`src/rtl/rt_status_defines.vh`:
```
// Constants for the runtime status register slice
`ifndef RT_STATUS_DEFINES_VH
`define RT_STATUS_DEFINES_VH

// Register offsets
`define OFS_UPTIME_BYTE1 8'h71
`define OFS_UPTIME_BYTE2 8'h72
`define OFS_UPTIME_BYTE3 8'h73
`define OFS_UPTIME_BYTE4 8'h74
`define OFS_SMBUS_ADDR 8'h76
`define OFS_ARBITRATION 8'h77
`define OFS_PM_STATUS_ONE 8'h78
`define OFS_PM_STATUS_TWO 8'h79

// Slave address register fields and standby reset value (low two bits from straps)
`define SADDR_EN_BIT 7
`define SADDR_RESET_HI 6'h2b

// Arbitration register fields and reset value
`define ARB_REQ_BIT 0
`define ARB_GNT_BIT 1
`define ARB_RESET 8'h02

// Power management status two fields and reset value
`define PM2_BTN_BIT 0
`define PM2_OVR_BIT 3
`define PM2_TOP_BIT 7
`define PM2_RESET 8'h00

// Button override hold time
`define CLK_KHZ 50000
`define OVR_HOLD_MS 4000
`define OVR_HOLD_CYCLES (`OVR_HOLD_MS * `CLK_KHZ)

`endif

```
`src/rtl/button_hold_timer.v`:
```
// Button hold timer: one pulse once the button is held longer than the limit
`timescale 1ns/1ps
`default_nettype none
module button_hold_timer #(
	parameter [31:0] HOLD_CYCLES = 32'd200000000
) (
	input wire clk,
	input wire rstn,
	input wire held,
	output reg expired
);
	reg [31:0] count_r;
	reg fired_r;

	// Fires once per press; release rearms it
	always @(posedge clk or negedge rstn)
	begin
		if (!rstn)
		begin
			count_r <= 32'h0;
			fired_r <= 1'b0;
			expired <= 1'b0;
		end
		else if (!held)
		begin
			count_r <= 32'h0;
			fired_r <= 1'b0;
			expired <= 1'b0;
		end
		else
		begin
			if (count_r <= HOLD_CYCLES)
				count_r <= count_r + 32'h1;
			expired <= (count_r == HOLD_CYCLES) && !fired_r;
			if (count_r == HOLD_CYCLES)
				fired_r <= 1'b1;
		end
	end
endmodule // button_hold_timer
`default_nettype wire

```
`src/rtl/runtime_status_register_slice.v`:
```
// Runtime status register slice: uptime bytes, serial slave address, arbitration, power button
//
// Notes on behaviour
// - Offset 0x71 reads uptime bits 7..0
// - Offset 0x72 reads uptime bits 15..8
// - Offset 0x73 reads uptime bits 23..16
// - Offset 0x74 reads uptime bits 31..24
// - Slave address low bits sampled from straps
// - Standby reset loads 101011 plus strap bits
// - Enable bit gates serial controller entirely
// - Grant bit driven only by arbitration logic
// - Arbitration resets 0x02; soft reset keeps grant
// - Status byte one always reads zero
// - Button press sets button flag
// - Wake event while flag and enable set
// - Press in soft-off wakes supply regardless
// - Flag cleared by write-one, hold expiry or battery reset
// - Status two resets zero; bit 7 on standby
// - Held over four seconds forces override, soft-off
`include "rt_status_defines.vh"
`timescale 1ns/1ps
`default_nettype none
module runtime_status_register_slice #(
	parameter [31:0] OVR_HOLD_CYCLES = `OVR_HOLD_CYCLES
) (
	input wire clk,
	input wire rstn,
	input wire standby_por,
	input wire main_por,
	input wire host_bus_reset,
	input wire soft_reset,
	input wire [7:0] reg_addr,
	input wire reg_wr,
	input wire [7:0] reg_wdata,
	input wire reg_rd,
	output reg [7:0] reg_rdata,
	input wire [31:0] standby_uptime,
	input wire addr_strap_low,
	input wire addr_strap_high,
	output reg [6:0] smbus_slave_addr,
	output reg second_serial_mgmt_controller_en,
	output reg host_bus_request,
	input wire grant_set,
	input wire grant_clear,
	input wire button_input_n,
	input wire button_event_enable,
	input wire pm_top_event,
	output reg wake_event_out_n,
	output reg supply_on_out_n,
	output reg supply_on_oe
);
	reg [7:0] saddr_r;
	reg [7:0] saddr_nxt;
	reg req_r;
	reg req_nxt;
	reg gnt_r;
	reg gnt_nxt;
	reg btn_flag_r;
	reg btn_flag_nxt;
	reg ovr_flag_r;
	reg ovr_flag_nxt;
	reg top_flag_r;
	reg top_flag_nxt;
	reg supply_on_r;
	reg supply_on_nxt;
	reg button_prev_r;
	reg [7:0] rdata_nxt;
	wire press_edge;
	wire hold_expired;
	wire wr_saddr;
	wire wr_arb;
	wire wr_pm2;
	wire hard_arb_reset;

	// Reset image of the arbitration register; only its two live bits are kept as flops
	localparam [7:0] ARB_RESET_VAL = `ARB_RESET;

	assign press_edge = button_prev_r && !button_input_n;
	assign wr_saddr = reg_wr && (reg_addr == `OFS_SMBUS_ADDR);
	assign wr_arb = reg_wr && (reg_addr == `OFS_ARBITRATION);
	assign wr_pm2 = reg_wr && (reg_addr == `OFS_PM_STATUS_TWO);
	assign hard_arb_reset = standby_por || main_por || host_bus_reset;

	button_hold_timer #(
		.HOLD_CYCLES(OVR_HOLD_CYCLES)
	) u_hold (
		.clk(clk),
		.rstn(rstn),
		.held(!button_input_n),
		.expired(hold_expired)
	);

	// Slave address and enable
	always @*
	begin
		saddr_nxt = saddr_r;
		if (standby_por)
		begin
			// Straps are caught on the clock, never by the async reset
			saddr_nxt = {`SADDR_RESET_HI, addr_strap_high, addr_strap_low};
		end
		else if (wr_saddr)
		begin
			saddr_nxt = reg_wdata;
		end
	end

	// Arbitration request and grant
	always @*
	begin
		req_nxt = req_r;
		gnt_nxt = gnt_r;
		if (hard_arb_reset)
		begin
			req_nxt = ARB_RESET_VAL[`ARB_REQ_BIT];
			gnt_nxt = ARB_RESET_VAL[`ARB_GNT_BIT];
		end
		else if (soft_reset)
		begin
			req_nxt = 1'b0;
		end
		else
		begin
			if (wr_arb)
				req_nxt = reg_wdata[`ARB_REQ_BIT];
			// Host writes never reach the grant
			if (grant_set)
				gnt_nxt = 1'b1;
			else if (grant_clear)
				gnt_nxt = 1'b0;
		end
	end

	// Power management status two and supply state
	always @*
	begin
		btn_flag_nxt = btn_flag_r;
		ovr_flag_nxt = ovr_flag_r;
		top_flag_nxt = top_flag_r;
		supply_on_nxt = supply_on_r;
		if (wr_pm2)
		begin
			// Write one clears, write zero keeps
			if (reg_wdata[`PM2_BTN_BIT])
				btn_flag_nxt = 1'b0;
			if (reg_wdata[`PM2_OVR_BIT])
				ovr_flag_nxt = 1'b0;
			if (reg_wdata[`PM2_TOP_BIT])
				top_flag_nxt = 1'b0;
		end
		// Hardware sets after the clear so a same-cycle event survives
		if (pm_top_event)
			top_flag_nxt = 1'b1;
		if (press_edge)
		begin
			btn_flag_nxt = 1'b1;
			if (!supply_on_r)
				supply_on_nxt = 1'b1;
		end
		if (hold_expired)
		begin
			btn_flag_nxt = 1'b0;
			ovr_flag_nxt = 1'b1;
			supply_on_nxt = 1'b0;
		end
		if (standby_por)
			top_flag_nxt = 1'b0;
	end

	// Read mux
	always @*
	begin
		case (reg_addr)
			`OFS_UPTIME_BYTE1:
			begin
				rdata_nxt = standby_uptime[7:0];
			end
			`OFS_UPTIME_BYTE2:
			begin
				rdata_nxt = standby_uptime[15:8];
			end
			`OFS_UPTIME_BYTE3:
			begin
				rdata_nxt = standby_uptime[23:16];
			end
			`OFS_UPTIME_BYTE4:
			begin
				rdata_nxt = standby_uptime[31:24];
			end
			`OFS_SMBUS_ADDR:
			begin
				rdata_nxt = saddr_r;
			end
			`OFS_ARBITRATION:
			begin
				rdata_nxt = {6'h00, gnt_r, req_r};
			end
			`OFS_PM_STATUS_ONE:
			begin
				rdata_nxt = 8'h00;
			end
			`OFS_PM_STATUS_TWO:
			begin
				rdata_nxt = {top_flag_r, 3'h0, ovr_flag_r, 2'h0, btn_flag_r};
			end
			default:
			begin
				rdata_nxt = 8'h00;
			end
		endcase
	end

	// Battery reset is the async reset; the uptime counter is cleared by its owner on it
	always @(posedge clk or negedge rstn)
	begin
		if (!rstn)
		begin
			saddr_r <= 8'h00;
			req_r <= 1'b0;
			gnt_r <= 1'b1;
			btn_flag_r <= 1'b0;
			ovr_flag_r <= 1'b0;
			top_flag_r <= 1'b0;
			supply_on_r <= 1'b0;
			button_prev_r <= 1'b1;
		end
		else
		begin
			saddr_r <= saddr_nxt;
			req_r <= req_nxt;
			gnt_r <= gnt_nxt;
			btn_flag_r <= btn_flag_nxt;
			ovr_flag_r <= ovr_flag_nxt;
			top_flag_r <= top_flag_nxt;
			supply_on_r <= supply_on_nxt;
			button_prev_r <= button_input_n;
		end
	end

	// Read data holds until the next read strobe
	always @(posedge clk or negedge rstn)
	begin
		if (!rstn)
			reg_rdata <= 8'h00;
		else if (reg_rd)
			reg_rdata <= rdata_nxt;
	end

	// Registered pin outputs, one cycle behind the state
	always @(posedge clk or negedge rstn)
	begin
		if (!rstn)
			smbus_slave_addr <= 7'h00;
		else
			smbus_slave_addr <= saddr_r[6:0];
	end

	// Controller must ignore the bus and leave both lines alone when clear
	always @(posedge clk or negedge rstn)
	begin
		if (!rstn)
			second_serial_mgmt_controller_en <= 1'b0;
		else
			second_serial_mgmt_controller_en <= saddr_r[`SADDR_EN_BIT];
	end

	// Request pin mirrors arbitration bit 0
	always @(posedge clk or negedge rstn)
	begin
		if (!rstn)
			host_bus_request <= 1'b0;
		else
			host_bus_request <= req_r;
	end

	// Wake event follows flag and enable, not a pulse
	always @(posedge clk or negedge rstn)
	begin
		if (!rstn)
			wake_event_out_n <= 1'b1;
		else
			wake_event_out_n <= !(btn_flag_r && button_event_enable);
	end

	// Soft-off floats the supply pin rather than driving it high
	always @(posedge clk or negedge rstn)
	begin
		if (!rstn)
			supply_on_out_n <= 1'b1;
		else
			supply_on_out_n <= 1'b0;
	end

	// Output enable carries the whole on/off state
	always @(posedge clk or negedge rstn)
	begin
		if (!rstn)
			supply_on_oe <= 1'b0;
		else
			supply_on_oe <= supply_on_r;
	end
endmodule // runtime_status_register_slice
`default_nettype wire

```
`config.mk`:
```
export PLATFORM = sky130hd
export DESIGN_NAME = runtime_status_register_slice
export DESIGN_NICKNAME = d
export VERILOG_FILES = /design/src/rtl/button_hold_timer.v /design/src/rtl/runtime_status_register_slice.v
export VERILOG_INCLUDE_DIRS = /design/src /design/src/rtl
export SDC_FILE = /design/constraint.sdc
export NUM_CORES = 1
export LEC_CHECK = 0
export ABC_AREA = 0
export BUFFER_PORTS_ARGS = -buffer_cell sky130_fd_sc_hd__buf_4
export CAP_MARGIN = 15
export CORE_AREA = 2 2 93 95
export DETAILED_ROUTE_END_ITERATION = 7
export DIE_AREA = 0 0 95 97
export PLACE_DENSITY = 0.67
export SLEW_MARGIN = 20
export SYNTH_ARGS = -nofsm -noshare
export SYNTH_HDL_FRONTEND = slang
export SYNTH_HIERARCHICAL = 1
export SYNTH_SLANG_ARGS = --single-unit
```
`constraint.sdc`:
```
create_clock -name clk -period 3.3 [get_ports clk]
set_clock_uncertainty 0.2 [all_clocks]
set_input_delay 0.165 -clock clk [delete_from_list [all_inputs] [get_ports clk]]
set_output_delay 0.165 -clock clk [all_outputs]
set_load 0.05 [all_outputs]
```
==> metrics.cfg <==
[run_status]
run_status = finished, final reports clean

[floorplan]
start_util_pct = 44.4
die_h_um = 97
num_io_pins = 83
coreArea_um2 = 8130
rows = 33
die_w_um = 95
design.die.area_um2 = 9220

[clocking]
clkSlewWorstSetupHoldPaths_ns = 0.08
cts_buffer_depth = 2
clock_sinks = 69
clk_latency_ns = 0.35
ctsHtreeMaxLevel = 3
cts_resized = 0
root_buffer = clkbuf_8
numCtsBuffers = 9
cts_tree = done

[grt]
grt_max_degree = 70
first_global_vias = 3111
grt_use_total_pct = 19.4
grt_pass1_wl_um = 14400
overflow = 0
antenna_found_initial = 0

[min_path]
holdCritStartpoint = standby_uptime[3]
hold-path-endpoint = reg_rdata[3]$_DFFE_PN0P_
hold_path.class = primary input to register
min_path_cells = 4

[setup_path]
path_class = register to register
cp_top_family = simple AND/OR/NAND/NOR gates
cp.required_ns = 3.37
slowest_stage = or3b_1
rr_endpoint = u_hold/count_r[18]$_DFFE_PN0P_
slowest_delay_ns = 0.43
reg2reg_depth = 8
cp-end-kind = register
cp_max_fo = 7
r2r_start = u_hold/count_r[0]$_DFFE_PN0P_
worstPathCellList = inv_1 > ha_1 > or4b_1 > or3_1 > nor4_4 > o211ai_1 > or3b_1 > a21oi_1
start_kind = register
path_buf_inv = 1
arrival_ns = 2.98
r2r_slack_ns = 0.38

[place]
io_buffer_count = 82
dpl.hpwl_um = 5840
gp_congestion = 0.844

[sta]
hold_violations = 0
worst_pin_slew_ns = 0.869
max_slew_margin_pct = 42.1
rsz0062_at_grt = false
fin_setup_tns_ns = 0
max_freq_mhz = 343
whs_ns = 0.0330
setup_viol = 0
post-route-min-period_ns = 2.92
slew_viol_final = 0
period_share_pct = 88.4

[yosys]
synth_compound_area_share_pct = 15.7
synthAdderAreaFrac_pct = 0.693
syn_area_um2 = 3610
postSynthCellCount = 357
synth_top_family_by_area = simple AND/OR/NAND/NOR gates
muxShareOfSynthArea_pct = 5.62
synth_top_flop_cell = dfrtp_1
yosysWarningCount = 6
async_flop_share_pct = 100
synth_simple_gate_area_share_pct = 22.0
synth_edf_count = 0
synth_xor_area_share_pct = 2.67
synth-seq-cells = 69
syn_avg_cell_area_um2 = 10.1
synth_cell_types = 65
synth_nets = 422
seq_area_frac_synth_pct = 48.0

[detailed_routing]
vias = 3109
drtPass1Iterations = 4
wl_per_cell_um = 15.1
drc = 0
postRouteAntennaNets = 0
drt_iter0_markers = 137
routed_via_density = 5.46
wirelength_um = 8580

[final_layout]
nFillCells = 709
syn_to_final_growth_pct = 30.3
fin_nets = 524
drive_above_1_share_pct = 25.2
diodes = 0

[pwr]
p_per_area_nw_per_um2 = 360
p_leak_uw = 0.00214
peakVddDrop_uv = 191

[flow_run]
maxCapViolCount = 0

==> registers in the layout, summed over array words and instances (netlist names) <==
register / cells
btn_flag_r: 1
button_prev_r: 1
gnt_r: 1
host_bus_request: 1
ovr_flag_r: 1
reg_rdata: 8
req_r: 1
saddr_r: 8
second_serial_mgmt_controller_en: 1
smbus_slave_addr: 7
supply_on_oe: 1
supply_on_out_n: 1
supply_on_r: 1
top_flag_r: 1
u_hold/count_r: 32
u_hold/expired: 1
u_hold/fired_r: 1
wake_event_out_n: 1
==> cells in the mapped netlist, drive strengths merged, types with 6 or more instances <==
master | instances | share of area (%)
nand3b | 6 | 1.2
mux2i | 18 | 5.0
or3 | 10 | 1.7
xor2 | 7 | 1.7
buf | 11 | 2.0
o21a | 7 | 1.5
nand2 | 17 | 1.8
nor3 | 7 | 0.97
and2 | 6 | 1.0
o21ai | 17 | 2.4
and3 | 11 | 1.9
nand4 | 6 | 1.5
o22ai | 9 | 1.7
nor2 | 26 | 2.8
clkbuf | 9 | 0.94
nand3 | 10 | 1.4
inv | 22 | 2.3
a21oi | 12 | 1.7
dfrtp | 65 | 45
==> worst min-delay path, cell delays in order <==
cell      delay (ns)
buf_4           0.08
mux2_2          0.13
a211oi_1        0.06
o22ai_1         0.10
==> cells by family (layout without fill, tap and decap cells) <==
kind of cell,after synthesis,count (layout)
simple gates,131,131
mux,20,20
fa+ha+maj,2,2
buf+inv,42,149
flops,69,69
compound gates,81,81
other cells,1,1
xor+xnor,11,11
==> layout make-up <==
class | count | area (µm²) | share of cell area (%)
clock inverters | 6 | 47.5 | 1.01
repair buffers | 111 | 896 | 19.0
clock buffers | 10 | 128 | 2.71
inverters | 22 | 82.6 | 1.76
well taps | 105 | 131 | 2.79
multi-input cells | 246 | 1690 | 35.9
flip-flops and latches | 69 | 1730 | 36.8
==> repair_timing <==
action / CTS / global route
setup endpoints to repair: 0 / 0
hold endpoints to repair: 89 / 0
hold buffers: 25 / 0
setup buffers: 0 / 0
==> power by group <==
group | switching (µW) | leakage (µW) | internal [µW] | total [µW]
clock | 345 | 0.0000755 | 278 | 623
sequential | 6.64 | 0.000882 | 858 | 864
combinational | 102 | 0.00118 | 104 | 206
total | 454 | 0.00214 | 1240 | 1690
==> per-stage QoR <==
| step | std cells | setup slack (ns) | cell area (µm²) | power (µW) | util [%] |
|---|---|---|---|---|---|
| 3_3_place_gp | 528 | 0.488 | 4280 | 1060 | 52.6 |
| 2_1_floorplan | 357 | 0.713 | 3610 | 971 | - |
| 3_5_place_dp | 528 | 0.425 | 4280 | 1070 | 52.6 |
| 6_report | 569 | 0.383 | 4700 | 1690 | 57.8 |
| 5_1_grt | 569 | 0.200 | 4700 | 1780 | 57.8 |
| 4_1_cts | 569 | 0.403 | 4700 | 1720 | 57.8 |
==> metal layers <==
metal | wire length (µm) | track usage [%]
met1 | 4010 | 25.9
met2 | 3920 | 31.1
met3 | 521 | 4.13
met4 | 123 | 6.47
met5 | 0 | 0
==> cells in the final DEF, fill, tap and decap left out, types with 3 or more instances in the layout <==
cell type / netlist / final
o21a_1: 7 / 7
and2_1: 6 / 6
buf_4: 3 / 86
and4_1: 5 / 5
o211ai_1: 4 / 4
nor3b_1: 3 / 3
nand3_1: 10 / 10
xnor2_1: 4 / 4
nor2_1: 25 / 25
a22oi_1: 4 / 4
nand2b_1: 3 / 3
nand2_1: 17 / 17
o21ai_0: 11 / 11
a21oi_1: 12 / 12
nor2b_1: 4 / 4
inv_1: 20 / 20
o22ai_1: 8 / 8
mux2i_1: 18 / 18
nor4_1: 4 / 4
and3_1: 11 / 11
dfrtp_1: 65 / 65
dfstp_2: 4 / 4
nand4_1: 5 / 5
o21ai_1: 6 / 6
nand3b_1: 6 / 6
dlygate4sd3_1: 0 / 25
clkinvlp_4: 0 / 4
nor3_1: 7 / 7
clkbuf_8: 0 / 9
o2111ai_1: 5 / 5
a211o_1: 4 / 4
xor2_1: 7 / 7
or3_1: 10 / 10
a22o_1: 4 / 4
==> how the worst max path moves through the flow <==
stage / start / end / slack (ns) / cells past startpoint
final: u_hold/count_r[0]$_DFFE_PN0P_ / u_hold/count_r[18]$_DFFE_PN0P_ / 0.38 / 8
after floorplan: u_hold/count_r[0]$_DFFE_PN0P_ / u_hold/count_r[23]$_DFFE_PN0P_ / 0.71 / 10
after detailed placement: u_hold/count_r[0]$_DFFE_PN0P_ / u_hold/count_r[18]$_DFFE_PN0P_ / 0.43 / 8
after CTS: u_hold/count_r[0]$_DFFE_PN0P_ / u_hold/count_r[26]$_DFFE_PN0P_ / 0.40 / 9
after global placement: u_hold/count_r[0]$_DFFE_PN0P_ / u_hold/count_r[14]$_DFFE_PN0P_ / 0.49 / 9
after global routing: u_hold/count_r[0]$_DFFE_PN0P_ / u_hold/count_r[18]$_DFFE_PN0P_ / 0.20 / 8
No activity file was read; power rests on OpenSTA's default activity.
